--- config.mk ---
export PLATFORM = sky130hd
export DESIGN_NAME = hbpm_core
export DESIGN_NICKNAME = d
export VERILOG_FILES = /design/src/logic/hbpm_pkg.sv /design/src/logic/hbpm_sync.sv /design/src/logic/hbpm_core.sv
export SDC_FILE = /design/constraint.sdc
export NUM_CORES = 1
export LEC_CHECK = 0
export BUFFER_PORTS_ARGS = -buffer_cell sky130_fd_sc_hd__buf_2
export CORE_ASPECT_RATIO = 0.8
export CORE_MARGIN = 1
export CORE_UTILIZATION = 45
export CTS_CLUSTER_SIZE = 10
export DETAILED_ROUTE_END_ITERATION = 8
export PLACE_DENSITY = 0.68
export RECOVER_POWER = 25
export SLEW_MARGIN = 20
export SYNTH_ARGS = -nofsm -noshare
export SYNTH_HDL_FRONTEND = slang
export SYNTH_SLANG_ARGS = --single-unit
--- constraint.sdc ---
create_clock -name clock -period 2.25 [get_ports clock]
set_input_delay 0.1125 -clock clock [delete_from_list [all_inputs] [get_ports clock]]
set_output_delay 0.1125 -clock clock [all_outputs]
set_load 0.1 [all_outputs]
--- src/logic/hbpm_pkg.sv ---
// Package for the host bus pin mapping block: modes, widths, structs.
// Assumes a single 200 MHz clock domain; all users import hbpm_pkg::*.
`default_nettype none
package hbpm_pkg;

  // ==========================================================
  // Widths and timing
  localparam int HBPM_ADDR_W = 16;
  localparam int HBPM_BASE_LSB = 4;
  localparam int HBPM_BASE_W = HBPM_ADDR_W - HBPM_BASE_LSB;
  localparam int HBPM_CLK_PERIOD_PS = 5000;
  localparam int HBPM_WAIT_NS = 20;
  localparam int HBPM_WAIT_CYC = (HBPM_WAIT_NS * 1000 + HBPM_CLK_PERIOD_PS - 1)
                                 / HBPM_CLK_PERIOD_PS;
  localparam int HBPM_CNT_W = 8;

  // ==========================================================
  // Reset values
  localparam logic [HBPM_ADDR_W-1:0] HBPM_ADDR_RST = 16'h0000;
  localparam logic [HBPM_CNT_W-1:0] HBPM_CNT_ZERO = 8'h00;

  // ==========================================================
  // Host bus mode
  typedef enum logic {
    HBPM_MODE_ISA,
    HBPM_MODE_MPU
  } hbpm_mode_e;

  // Access sequencer states
  typedef enum logic [1:0] {
    HBPM_IDLE,
    HBPM_WAIT,
    HBPM_DONE
  } hbpm_state_e;

  // Host side pin group (after synchronisers)
  typedef struct packed {
    logic addr_strobe;
    logic byte_high_n;
    logic data_strobe_n;
    logic [HBPM_ADDR_W-1:0] addr;
  } hbpm_host_s;

endpackage
`default_nettype wire

--- src/logic/hbpm_sync.sv ---
// Two-flop synchroniser for host pins arriving from outside the clock.
// Assumes the first stage feeds only the second stage.
`timescale 1ns/1ps
`default_nettype none
module hbpm_sync #(
  parameter int WIDTH = 1
) (
  input wire logic clock,
  input wire logic sys_rst,
  input wire logic [WIDTH-1:0] din,
  output logic [WIDTH-1:0] dout
);
  typedef struct packed {
    logic [WIDTH-1:0] meta;
    logic [WIDTH-1:0] stable;
  } hbpm_sync_s;

  hbpm_sync_s st_reg;
  hbpm_sync_s st_next;

  // ==========================================================
  // Next state
  always_comb begin
    st_next.meta = din;
    st_next.stable = st_reg.meta;
  end

  // Registers
  always_ff @(posedge clock) begin
    if (sys_rst) begin
      st_reg <= '0;
    end else begin
      st_reg <= st_next;
    end
  end

  assign dout = st_reg.stable;
endmodule
`default_nettype wire

--- src/logic/hbpm_core.sv ---
// Host bus pin mapping: ISA-style and asynchronous processor bus modes.
// Assumes host pins are asynchronous; mode strap and reset pin are pins.
// Contract
// - ISA mode latches address and byte-high enable as the strobe falls.
// - ISA mode holds channel ready low while wait states are needed.
// - ISA mode asserts 16-bit chip select when A[15:4] equals the base.
// - Processor mode: acknowledge marks completion; address latches at cycle start.
`timescale 1ns/1ps
`default_nettype none
module hbpm_core
  import hbpm_pkg::*;
#(
  parameter int WAIT_CYC = hbpm_pkg::HBPM_WAIT_CYC
) (
  input wire logic clock,
  input wire logic sys_rst,
  input wire hbpm_pkg::hbpm_mode_e bus_mode,
  input wire logic chip_reset_pin,
  input wire hbpm_pkg::hbpm_host_s host_pins,
  input wire logic [hbpm_pkg::HBPM_BASE_W-1:0] base_addr,
  input wire logic irq_event,
  input wire logic access_ready,
  output logic chan_ready,
  output logic io_cs16_n,
  output logic isa_interrupt_line_zero,
  output logic mpu_irq,
  output logic xfer_ack_n,
  output logic [hbpm_pkg::HBPM_ADDR_W-1:0] latched_addr,
  output logic latched_byte_high_n,
  output logic access_req,
  output logic chip_rst
);
  import hbpm_pkg::*;

  localparam int PIN_W = $bits(hbpm_host_s) + 1;

  typedef struct packed {
    hbpm_state_e state;
    logic strobe_d;
    logic ds_d;
    logic [HBPM_ADDR_W-1:0] addr;
    logic bhe_n;
    logic [HBPM_CNT_W-1:0] cnt;
    logic ready;
    logic cs16_n;
    logic ack_n;
    logic irq;
    logic req;
  } hbpm_core_s;

  hbpm_core_s st_reg;
  hbpm_core_s st_next;
  hbpm_host_s hp;
  logic rst_pin_s;
  logic [PIN_W-1:0] sync_out;
  logic strobe_fall;
  logic cycle_start;
  logic cycle_end;
  logic isa_mode;

  // ==========================================================
  // Pin synchronisers
  hbpm_sync #(.WIDTH(PIN_W)) hbpm_sync_i (
    .clock(clock),
    .sys_rst(sys_rst),
    .din({chip_reset_pin, host_pins}),
    .dout(sync_out)
  );
  assign hp = hbpm_host_s'(sync_out[PIN_W-2:0]);
  assign rst_pin_s = sync_out[PIN_W-1];
  assign isa_mode = (bus_mode == HBPM_MODE_ISA);

  // Chip reset polarity by mode
  assign chip_rst = isa_mode ? rst_pin_s : ~rst_pin_s;

  // Strobe edges
  assign strobe_fall = st_reg.strobe_d & ~hp.addr_strobe;
  // Processor cycles start on a falling data strobe: the synchroniser
  // leaves reset at zero, so a level test would start a false cycle
  assign cycle_start = isa_mode ? strobe_fall :
    (st_reg.ds_d & ~hp.data_strobe_n);
  assign cycle_end = isa_mode ? hp.addr_strobe : hp.data_strobe_n;

  // ==========================================================
  // Next state
  always_comb begin
    st_next = st_reg;
    st_next.strobe_d = hp.addr_strobe;
    st_next.ds_d = hp.data_strobe_n;
    st_next.irq = irq_event;
    st_next.req = 1'b0;
    // Address capture on falling strobe edge in ISA mode; processor mode tracks the address while idle
    if (isa_mode && strobe_fall) begin
      st_next.addr = hp.addr;
      st_next.bhe_n = hp.byte_high_n;
    end else if (!isa_mode && st_reg.state == HBPM_IDLE) begin
      st_next.addr = hp.addr;
      st_next.bhe_n = 1'b1;
    end
    // Chip select decode on latched address
    st_next.cs16_n = ~(isa_mode &&
      st_next.addr[HBPM_ADDR_W-1:HBPM_BASE_LSB] == base_addr);
    case (st_reg.state)
      HBPM_IDLE: begin
        st_next.ready = 1'b1;
        st_next.ack_n = 1'b1;
        if (cycle_start) begin
          st_next.state = HBPM_WAIT;
          st_next.cnt = HBPM_CNT_ZERO;
          st_next.req = 1'b1;
          st_next.ready = ~isa_mode ? 1'b1 : 1'b0;
        end
      end
      HBPM_WAIT: begin
        st_next.cnt = st_reg.cnt + 8'h01;
        if (access_ready && st_reg.cnt >= HBPM_CNT_W'(WAIT_CYC - 1)) begin
          st_next.state = HBPM_DONE;
          st_next.ready = 1'b1;
          st_next.ack_n = isa_mode;
        end
      end
      HBPM_DONE: begin
        if (cycle_end) begin
          st_next.state = HBPM_IDLE;
          st_next.ack_n = 1'b1;
        end
      end
      default: st_next.state = HBPM_IDLE;
    endcase
  end

  // Registers
  always_ff @(posedge clock) begin
    if (sys_rst) begin
      // Strobe history resets low like the synchroniser: no false edge
      st_reg <= '{state: HBPM_IDLE, strobe_d: 1'b0, ds_d: 1'b0,
                  addr: HBPM_ADDR_RST, bhe_n: 1'b1, cnt: HBPM_CNT_ZERO,
                  ready: 1'b1, cs16_n: 1'b1, ack_n: 1'b1, irq: 1'b0,
                  req: 1'b0};
    end else begin
      st_reg <= st_next;
    end
  end

  // ==========================================================
  // Outputs
  assign chan_ready = st_reg.ready;
  assign io_cs16_n = st_reg.cs16_n;
  assign xfer_ack_n = st_reg.ack_n;
  assign latched_addr = st_reg.addr;
  assign latched_byte_high_n = st_reg.bhe_n;
  assign access_req = st_reg.req;
  // One unencoded line per mode; system routes processor line to a level
  assign isa_interrupt_line_zero = isa_mode & st_reg.irq;
  assign mpu_irq = ~isa_mode & st_reg.irq;

  // ==========================================================
  // Checks
  a_addr_capture: assert property (@(posedge clock)
    disable iff (sys_rst)
    isa_mode && strobe_fall |=> latched_addr == $past(hp.addr))
    else $error("address not captured on strobe fall");

  a_wait_ready: assert property (@(posedge clock)
    disable iff (sys_rst)
    st_reg.state == HBPM_WAIT && isa_mode |-> !chan_ready)
    else $error("channel ready high during wait");

  a_cs_decode: assert property (@(posedge clock)
    disable iff (sys_rst)
    isa_mode && $stable(bus_mode) && $stable(base_addr) |=>
    io_cs16_n ==
      (latched_addr[HBPM_ADDR_W-1:HBPM_BASE_LSB] != base_addr))
    else $error("chip select decode wrong");

  a_ack_done: assert property (@(posedge clock)
    disable iff (sys_rst)
    !xfer_ack_n |-> !isa_mode && st_reg.state == HBPM_DONE)
    else $error("ack outside done state");

  a_ack_release: assert property (@(posedge clock)
    disable iff (sys_rst)
    st_reg.state == HBPM_DONE && cycle_end |=> xfer_ack_n)
    else $error("ack not released at cycle end");

  a_irq_route: assert property (@(posedge clock)
    disable iff (sys_rst)
    !isa_mode |-> !isa_interrupt_line_zero)
    else $error("isa line active in processor mode");

  a_rst_polar: assert property (@(posedge clock)
    disable iff (sys_rst)
    chip_rst == (isa_mode ? rst_pin_s : !rst_pin_s))
    else $error("chip reset polarity wrong");

  a_wait_len: assert property (@(posedge clock)
    disable iff (sys_rst)
    $rose(st_reg.state == HBPM_WAIT) && isa_mode |-> !chan_ready [*4])
    else $error("wait shorter than minimum");
endmodule
`default_nettype wire

After elaboration in Yosys (flattened, before gate mapping)
Cells that the tools add are included.
- register bits: 74
- latch bits: 0
- memory bits (writable): 0
- memory bits (read-only): 0
- logic and storage cells: 62
- memories: 0
- $add $sub $neg: 1
- multipliers: 0
- div/mod/pow operators: 0
- $lt $le $gt $ge: 1
- equality and inequality tests: 6
- shift-type cells: 0
- multiplexer cells: 17
- bitwise logic cells: 10
- reduce and logical (&&, ||, !) cells: 13
- operators with widths (cell ; number):
    $mux W17 ; 2
    $pmux W9 S2 ; 1
    $eq A12 B12 Y1 ; 1
    $mux W9 ; 1
    $add A8 B1 Y8 const B ; 1
    $ge A8 B2 Y1 const B ; 1
    $mux W1 ; 8
    $mux W2 ; 3
    $ne A2 B2 Y1 const B ; 3
    $not A1 Y1 ; 6
    $pmux W2 S3 ; 1
    $reduce_and A3 Y1 ; 2
    $and A1 B1 Y1 ; 4
    $logic_and A1 B1 Y1 ; 4
    $reduce_and A2 Y1 ; 2
    $reduce_bool A2 Y1 ; 2
    $pmux W1 S3 ; 1
    $reduce_bool A3 Y1 ; 1
    $eq A2 B1 Y1 const B ; 1
    $eq A2 B2 Y1 const B ; 1
    $logic_not A2 Y1 ; 1
    $reduce_or A2 Y1 ; 1

Depth between registers and ports, before layout
Gate-level depths: netlist of run 1.
- depth after elaboration: 7
- depth in mapped cells: 8
- mapped depth without buffers: 6

Cells and area by module
A second synthesis of run 1 with hierarchy kept.
- cells, all modules: 304
- area total of the unflattened synthesis: 2949.1 µm²
- modules (own cells, without submodules) (module ; times used ; cells each ; area an instance (µm²)):
    hbpm_core ; 1 ; 220 ; 1793.0
    hbpm_sync ; 1 ; 84 ; 1156.1

Worst setup path before layout of run 1
OpenSTA, ideal clock, no wires.
- path kind: register -> output
- from: register hbpm_sync_i.st_reg (netlist bit hbpm_sync_i.dout[19])
- to: output chip_rst
- arrival: 1.735 ns
- data required time: 2.138 ns
- slack: 0.403 ns
- cell stages (with the launch flop): 2
- path through: dfxtp_1 > xor2_1
- word-level cells in the longest chain between the ends: 2
- ends and longest elaborated chain (item ; RTL line ; source):
    from (decl) ; hbpm_sync.sv:18 ; hbpm_sync_s st_reg;
    from (signal assigned) ; hbpm_sync.sv:33 ; st_reg <= st_next;
    $not A1 Y1 ; hbpm_core.sv:74 ; assign chip_rst = isa_mode ? rst_pin_s : ~rst_pin_s;
    $mux W1 (*) ; hbpm_core.sv:74 ;
    to (decl) ; hbpm_core.sv:31 ; output logic chip_rst
Mark *: on every way between the ends. The rest lies on a longest branch, timed or not.

Final worst setup path of run 1
- from: register st_reg[32] in the netlist's numbering
- to: register st_reg (netlist bit io_cs16_n)
- word-level cells in the longest chain between the ends: 7
- ends and longest elaborated chain (item ; RTL line ; source):
    from (decl) ; hbpm_core.sv:51 ; hbpm_core_s st_reg;
    from (signal assigned) ; hbpm_core.sv:136 ; st_reg <= '{state: HBPM_IDLE, strobe_d: 1'b0, ds_d: 1'b0,
    from (signal assigned) ; hbpm_core.sv:141 ; st_reg <= st_next;
    $logic_not A2 Y1 ; hbpm_core.sv:96 ; end else if (!isa_mode && st_reg.state == HBPM_IDLE) begin
    $logic_and A1 B1 Y1 ; hbpm_core.sv:96 ;
    $mux W17 ; hbpm_core.sv:96 ;
    $mux W17 ; hbpm_core.sv:93 ; if (isa_mode && strobe_fall) begin
    $eq A12 B12 Y1 ; hbpm_core.sv:102 ; st_next.addr[HBPM_ADDR_W-1:HBPM_BASE_LSB] == base_addr);
    $logic_and A1 B1 Y1 ; hbpm_core.sv:101 ; st_next.cs16_n = ~(isa_mode &&
    $not A1 Y1 ; hbpm_core.sv:101 ;
Every way passes these cells. The select of a mux whose other input is x is not followed.
A chain may end at the register's enable or synchronous reset.

==> PnR_summary.wiki, run 1 <==
{| class="wikitable"
! Metric !! Value
|-
| Number of global-route vias before repair || between 2000 and 2500
|-
| Cells resized by post-CTS repair || 0
|-
| Layout Skew || between 0.007 and 0.008 ns
|-
| Post-synthesis sequential element count || between 70 and 80
|-
| Average vias per placed instance || 4.91
|-
| Share of post-route cells with drive strength above 1 || 0.224
|-
| Worst min-delay path endpoint || st_reg[33]$_SDFFE_PP0P_
|-
| Post-CTS Setup Inserts || 0
|-
| Global-route usage over all layers || 0.187
|-
| Antenna violations before repair || 0
|-
| Clock slew at reported path FFs || ~0.080 ns
|-
| Total of fill cells in the finished design || ~530
|-
| Synthesized area || around 2900 sq um
|-
| Horiz. Die Dim || 91.5 um
|-
| Type of origin of the critical path || register
|-
| Leading cell types by count after synthesis || 74 x sky130_fd_sc_hd__dfxtp_1, 46 x sky130_fd_sc_hd__nor2b_1, 27 x sky130_fd_sc_hd__a21oi_1, 26 x sky130_fd_sc_hd__nand2_1, 17 x sky130_fd_sc_hd__buf_4
|-
| Smallest hold slack || between 0.05 and 0.06 ns
|-
| Final setup fails || 0
|-
| Area leader, netlist || sky130_fd_sc_hd__dfxtp_1
|-
| Clock period minus worst slack || 1.98 ns
|-
| TritonCTS sink count || 74
|-
| Unique masters post-synth || 48
|-
| Worst Path Required || 2.46 ns
|-
| Static leakage || between 1 and 1.5 nW
|-
| Routability congestion estimate from global placement || approximately 0.80
|-
| Routed wire length || roughly 5800 um
|-
| Power density over the cells || approximately 750 nW/um^2
|-
| Avg WL per Cell || roughly 13 um
|-
| Final Non-Filler Cells || 460
|-
| Most frequent cell after synthesis || sky130_fd_sc_hd__dfxtp_1
|-
| Sum of overflow across all layers after global routing || 0
|-
| Wire length of the first global-routing pass || ~9500 um
|-
| Maximum Capacitance Violations || 0
|-
| Residual antenna-violating net count after detailed routing || 0
|-
| Placement row count || 25
|-
| Worst vdd rail ir drop || slightly above 500 uV
|-
| Nets || about 410
|-
| Die H || 73.6 um
|-
| Tightest slew margin relative to the limit || 0.149
|-
| Layout area overhead || 21.7%
|-
| Inserted Clock Buffers || 9
|-
| Number of instances in the synthesized netlist || about 310
|-
| Hold path startpoint || access_ready
|-
| Global Route met2 Usage || 0.282
|-
| Achievable clock frequency || around 0.5 GHz
|-
| Ant diodes || 0
|-
| Initial standard-cell utilization of the core || 0.478
|-
| End of the worst register-to-register path || io_cs16_n$_SDFF_PP1_
|-
| Final-layout setup total negative slack || 0 ns
|-
| Worst Hold Class || in2reg
|-
| Clock tree from TritonCTS || done
|-
| Clock latency on the worst-skew pair || roughly 0.34 ns
|-
| Share of Yosys cell area claimed by the top area cell type || 0.513
|-
| Multi-input logic area || 1170 sq um
|-
| Run status || finished, final reports clean
|-
| Final Util || 0.582
|-
| RSZ-0062 raised after global routing || false
|-
| Synth top area cells || sky130_fd_sc_hd__dfxtp_1 51%, sky130_fd_sc_hd__nor2b_1 10%, sky130_fd_sc_hd__a21oi_1 4.7%
|-
| Detail Placement HPWL || 3930 um
|-
| Max-slew violation total from the final report || 0
|-
| Final hold vios || 0
|-
| Via count || ~2300
|-
| Iteration count of the initial detailed-routing pass || 4
|-
| Sequential area share after synthesis || 0.513
|-
| DP Cell Count || between 400 and 500
|-
| Synthesized Nets || 346
|-
| Total core area || between 6000 and 7000 sq um
|-
| Portion of the clock cycle consumed by the worst path in the final layout || 0.879
|-
| Largest net degree at the start of global routing || 70
|-
| Maximum number of buffers from clock root to sink || 2
|-
| GRT Max-Usage Layer || met2
|-
| # hold bufs at CTS || 21
|-
| Number of flops mapped to enable cells by yosys || 0
|-
| Worst hold path cell count || 3
|-
| WS Path Type || reg2reg
|-
| Root buffer cell || sky130_fd_sc_hd__clkbuf_8
|-
| Number of DRC violations after detailed routing || 0
|-
| Sequential cell area || approximately 1500 sq um
|-
| Maximum fanout along the worst path || 12
|-
| Die outline area || 6740 sq um
|-
| Number of synthesis warnings || 0
|-
| Worst setup EP type || register
|-
| Input/output buffers || 60
|-
| Arrival time worst endpoint || 2.19 ns
|-
| Grt met1 use || 0.239
|-
| Depth of the most critical reg-to-reg path || 5
|-
| Grt met3 use || 0.0766
|-
| Count of H-tree levels built during CTS || 3
|-
| Critical R2R Launch || st_reg[32]$_SDFFE_PP0P_
|-
| Actual transition at the worst max-transition pin || 1.28 ns
|-
| Most frequently used flop master after synthesis || sky130_fd_sc_hd__dfxtp_1
|-
| Ports placed on the boundary || 61
|-
| Fraction of registers with async set or reset after synthesis || 0
|-
| R2r setup slk || 0.27 ns
|-
| Average footprint of a synthesized cell || 9.37 sq um
|-
| 1st-iter DRT viols || roughly 160
|}
==> per-layer routing <==
metal	wire (um)	up-vias
met1	2680	1016
met3	438	4
met5	0	-
li1	-	1161
met2	2600	78
met4	47	0
==> where the power goes <==
| part | leakage [nW] | switching (mW) | internal [mW] |
|---|---|---|---|
| combinational | 0.753 | 0.190 | 0.112 |
| sequential | 0.607 | 0.0233 | 1.35 |
| clock | 0.0937 | 0.500 | 0.441 |
| total | 1.45 | 0.713 | 1.91 |
==> worst max-delay path by stage <==
stage / start / endpoint / slack [ns]
2_1_floorplan: hbpm_sync_i.dout[19]$_SDFF_PP0_ / chip_rst / 0.40
3_3_place_gp: st_reg[5]$_SDFFE_PP0P_ / xfer_ack_n$_SDFFE_PP1P_ / 0.38
3_5_place_dp: st_reg[32]$_SDFFE_PP0P_ / io_cs16_n$_SDFF_PP1_ / 0.33
4_1_cts: st_reg[32]$_SDFFE_PP0P_ / io_cs16_n$_SDFF_PP1_ / 0.31
5_1_grt: st_reg[32]$_SDFFE_PP0P_ / io_cs16_n$_SDFF_PP1_ / 0.09
6_report: st_reg[32]$_SDFFE_PP0P_ / io_cs16_n$_SDFF_PP1_ / 0.27
==> cells in the final DEF, fill, tap and decap left out, drive strengths merged, types with 12 or more instances in the layout <==
cell type	synthesis	layout
nand3	15	15
clkbuf	7	12
a21oi	27	27
nand2	27	27
nor2b	46	46
dfxtp	74	74
inv	9	12
nor2	12	12
dlygate4sd3	0	21
buf	23	62
o21ai	12	12
==> layout make-up <==
class | count | share of cell area
sequential | 74 | 0.422
multi-input combinational | 195 | 0.334
inverter | 9 | 0.00962
clock buffer | 10 | 0.0392
timing repair buffer | 85 | 0.153
clock inverter | 6 | 0.0135
tap | 81 | 0.0288
==> critical path, stage by stage, from the launching register on <==
cell	delay [ns]
sky130_fd_sc_hd__dfxtp_1	0.41
sky130_fd_sc_hd__or3b_1	0.54
sky130_fd_sc_hd__nand2_2	0.27
sky130_fd_sc_hd__nand2_1	0.11
sky130_fd_sc_hd__a2111oi_2	0.37
sky130_fd_sc_hd__nand4_1	0.14
==> metrics by stage <==
step                setup slack [ns]  total power [mW]  cell area, sq um
finish                         0.272              2.62              3510
global route                  0.0948              2.75              3510
CTS                            0.306              2.66              3520
detailed placement             0.328              1.68              3120
global placement               0.385              1.68              3120
floorplan                      0.403              1.62              2890
==> cell families after synthesis <==
family	count (synthesis)	synth area share
AOI/OAI and AO/OA	58	0.128
xor gates and xnor gates	8	0.0243
adders and majority gates	1	0.00433
buffers and inverters	39	0.0798
DFF	74	0.513
muxes	2	0.00694
and+or+nand+nor	126	0.244
(Power assumes the default switching activity.)
==> run 2: changes to the inputs <==
--- a/config.mk
+++ b/config.mk
@@ -5,14 +5,15 @@
 export SDC_FILE = /design/constraint.sdc
 export NUM_CORES = 1
 export LEC_CHECK = 0
+export ABC_AREA = 1
 export BUFFER_PORTS_ARGS = -buffer_cell sky130_fd_sc_hd__buf_2
 export CORE_ASPECT_RATIO = 0.8
 export CORE_MARGIN = 1
 export CORE_UTILIZATION = 45
 export CTS_CLUSTER_SIZE = 10
 export DETAILED_ROUTE_END_ITERATION = 8
-export PLACE_DENSITY = 0.68
-export RECOVER_POWER = 25
+export PLACE_DENSITY = 0.67
+export RECOVER_POWER = 100
 export SLEW_MARGIN = 20
 export SYNTH_ARGS = -nofsm -noshare
 export SYNTH_HDL_FRONTEND = slang
==> PnR_summary.wiki, run 2 <==
{| class="wikitable"
! Metric !! Value
|-
| Run status || finished, violations left
|-
| Failing checks || capacitance limit, slew limit
|-
| Global-route usage over all layers || 0.174
|-
| Post-synthesis sequential element count || between 70 and 80
|-
| Layout area overhead || 18.3%
|-
| Achievable clock frequency || roughly 0.56 GHz
|-
| Detail Placement HPWL || about 4000 um
|-
| Maximum Capacitance Violations || 1
|-
| Sequential area share after synthesis || 0.482
|-
| Initial standard-cell utilization of the core || 0.472
|-
| Clock slew at reported path FFs || 0.08 ns
|-
| Worst min-delay path endpoint || io_cs16_n$_SDFF_PP1_
|-
| Wire length of the first global-routing pass || between 9000 and 10000 um
|-
| Nets || roughly 510
|-
| Synthesized Nets || 444
|-
| Routed wire length || 5720 um
|-
| Commonest cells after routing, fill and taps aside || 75 x sky130_fd_sc_hd__inv_1, 74 x sky130_fd_sc_hd__dfxtp_1, 69 x sky130_fd_sc_hd__nor2_1
|-
| Worst vdd rail ir drop || approximately 340 uV
|-
| Number of instances in the synthesized netlist || 406
|-
| Clock tree from TritonCTS || done
|-
| Number of global-route vias before repair || 2262
|-
| Input/output buffers || 60
|-
| Most common library cell in the layout ignoring fill and taps || sky130_fd_sc_hd__inv_1
|-
| Smallest hold slack || between 0.1 and 0.15 ns
|-
| Ant diodes || 0
|-
| Layout Skew || roughly 0.0078 ns
|-
| Tightest slew margin relative to the limit || -0.0661
|-
| Placement row count || 26
|-
| Clock period minus worst slack || between 1.5 and 2 ns
|-
| Number of DRC violations after detailed routing || 0
|-
| Largest net degree at the start of global routing || 39
|-
| Unique masters post-synth || 25
|-
| Die H || about 76 um
|-
| Most frequently used flop master after synthesis || sky130_fd_sc_hd__dfxtp_1
|-
| Avg WL per Cell || roughly 10 um
|-
| Die outline area || ~7200 sq um
|-
| Worst setup EP type || register
|-
| TritonCTS sink count || between 70 and 80
|-
| Horiz. Die Dim || roughly 94 um
|-
| Area leader, netlist || sky130_fd_sc_hd__dfxtp_1
|-
| Worst Hold Class || in2reg
|-
| Worst hold path cell count || 5
|-
| Type of origin of the critical path || register
|-
| Routability congestion estimate from global placement || approximately 0.76
|-
| R2r setup slk || 0.45 ns
|-
| Average footprint of a synthesized cell || about 7.6 sq um
|-
| Final hold vios || 0
|-
| Residual antenna-violating net count after detailed routing || 0
|-
| Leading cell types by count after synthesis || 75 x sky130_fd_sc_hd__inv_1, 74 x sky130_fd_sc_hd__dfxtp_1, 68 x sky130_fd_sc_hd__nor2_1, 63 x sky130_fd_sc_hd__nand2_1, 35 x sky130_fd_sc_hd__nand3_1
|-
| Fraction of registers with async set or reset after synthesis || 0
|-
| Synth top area cells || sky130_fd_sc_hd__dfxtp_1 48%, sky130_fd_sc_hd__inv_1 9.2%, sky130_fd_sc_hd__nor2_1 8.3%
|-
| Synthesized area || 3070 sq um
|-
| Maximum number of buffers from clock root to sink || 2
|-
| Hold path startpoint || base_addr[5]
|-
| Count of H-tree levels built during CTS || 3
|-
| Cells resized by post-CTS repair || 0
|-
| Root buffer cell || sky130_fd_sc_hd__clkbuf_8
|-
| Critical R2R Launch || st_reg[32]$_SDFFE_PP0P_
|-
| Final setup fails || 0
|-
| Ports placed on the boundary || 61
|-
| Clock latency on the worst-skew pair || 0.35 ns
|-
| RSZ-0062 raised after global routing || false
|-
| Worst Path Required || about 2.5 ns
|-
| Post-CTS Setup Inserts || 0
|-
| Portion of the clock cycle consumed by the worst path in the final layout || 0.799
|-
| Sum of overflow across all layers after global routing || 0
|-
| Power density over the cells || ~780 nW/um^2
|-
| Total core area || approximately 6500 sq um
|-
| Actual transition at the worst max-transition pin || 1.60 ns
|-
| Most frequent cell after synthesis || sky130_fd_sc_hd__inv_1
|-
| End of the worst register-to-register path || st_reg[12]$_SDFFE_PP0P_
|-
| Iteration count of the initial detailed-routing pass || 4
|-
| Depth of the most critical reg-to-reg path || 8
|-
| Maximum fanout along the worst path || 9
|-
| Static leakage || 1.76 nW
|-
| Final-layout setup total negative slack || 0 ns
|-
| Inserted Clock Buffers || 9
|-
| Via count || between 2000 and 2500
|-
| Max-slew violation total from the final report || 39
|-
| Arrival time worst endpoint || roughly 2.1 ns
|-
| Share of Yosys cell area claimed by the top area cell type || 0.482
|-
| WS Path Type || reg2reg
|-
| Share of post-route cells with drive strength above 1 || 0.133
|-
| Number of synthesis warnings || 0
|-
| 1st-iter DRT viols || between 70 and 80
|-
| Average vias per placed instance || roughly 4.5
|-
| Antenna violations before repair || 0
|-
| Number of flops mapped to enable cells by yosys || 0
|}
[run 2: cell count changes in the layout (fill, tap and decap cells not counted), moves of 5 or more]
cell and delta:
sky130_fd_sc_hd__buf_2 -24, sky130_fd_sc_hd__nor2_1 +57, sky130_fd_sc_hd__nand2_4 +5, sky130_fd_sc_hd__nand3_1 +20
sky130_fd_sc_hd__a21oi_1 -8, sky130_fd_sc_hd__nor2b_1 -46, sky130_fd_sc_hd__inv_1 +66, sky130_fd_sc_hd__clkbuf_1 +24
sky130_fd_sc_hd__nand2_1 +40, sky130_fd_sc_hd__nand3b_1 +5
[run 2: layer usage]
layer | vias up | share of wire | wire (um) | global-route usage
met5 | - | 0 | 0 | 0
met4 | 0 | 0.011 | 65 | 0.0415
met3 | 10 | 0.053 | 304 | 0.0773
met2 | 50 | 0.44 | 2530 | 0.281
met1 | 1092 | 0.49 | 2820 | 0.209
li1 | 1340 | - | - | -
[run 2: worst max path at each step]
| stage | start | to | slack (ns) | cells after the start |
|---|---|---|---|---|
| global route | st_reg[32]$_SDFFE_PP0P_ | st_reg[12]$_SDFFE_PP0P_ | 0.22 | 8 |
| detailed placement | st_reg[33]$_SDFFE_PP0P_ | io_cs16_n$_SDFF_PP1_ | 0.61 | 10 |
| global placement | st_reg[33]$_SDFFE_PP0P_ | io_cs16_n$_SDFF_PP1_ | 0.67 | 10 |
| floorplan | hbpm_sync_i.dout[19]$_SDFF_PP0_ | chip_rst | 0.40 | 1 |
| CTS | st_reg[33]$_SDFFE_PP0P_ | io_cs16_n$_SDFF_PP1_ | 0.60 | 10 |
| finish | st_reg[32]$_SDFFE_PP0P_ | st_reg[12]$_SDFFE_PP0P_ | 0.45 | 8 |
[run 2: worst max-delay path, stage by stage, from the launching register on]
cell                       delay (ns)
sky130_fd_sc_hd__dfxtp_1         0.42
sky130_fd_sc_hd__inv_1           0.06
sky130_fd_sc_hd__nor2_1          0.44
sky130_fd_sc_hd__clkinv_1        0.13
sky130_fd_sc_hd__nand2_1         0.17
sky130_fd_sc_hd__nand2_1         0.14
sky130_fd_sc_hd__nor2_4          0.14
sky130_fd_sc_hd__nand3_1         0.09
sky130_fd_sc_hd__a21oi_1         0.14
[run 2: cell type report]
class | instances | area, sq um
clock buffer | 9 | 124
timing repair buffer | 82 | 484
clock inverter | 7 | 82.6
multi-input combinational | 227 | 1070
inverter | 76 | 285
fill | 650 | 2870
sequential | 74 | 1480
tap | 84 | 105
[run 2: per-stage QoR]
step | util | worst slack [ns] | std cells | instance area [sq um] | power [mW]
6_report | 0.559 | 0.452 | 559 | 3630 | 2.83
5_1_grt | 0.559 | 0.217 | 559 | 3630 | 2.96
4_1_cts | 0.567 | 0.597 | 559 | 3690 | 2.86
3_5_place_dp | 0.503 | 0.609 | 522 | 3270 | 1.78
3_3_place_gp | 0.503 | 0.666 | 522 | 3270 | 1.78
2_1_floorplan | - | 0.403 | 406 | 3070 | 1.73
[run 2: cells by family (layout without fill, tap and decap cells)]
kind of cell / count (synthesis) / in the layout / share of synthesized area
compound gates: 31 / 31 / 0.0537
xor+xnor: 3 / 3 / 0.00855
fa+ha+maj: 1 / 1 / 0.00407
buf+inv: 105 / 174 / 0.162
flops: 74 / 74 / 0.482
simple gates: 192 / 192 / 0.289
[run 2: repair_timing]
item / CTS / global route
setup endpoints to repair: 0 / 0
endpoints found under the hold margin: 21 / 0
hold buffers: 21 / 0
[run 2: power breakdown]
part	leakage [nW]	internal, mW	switching (mW)
combinational	1.05	0.111	0.274
sequential	0.607	1.36	0.0254
clock	0.105	0.531	0.527
total	1.76	2.00	0.826
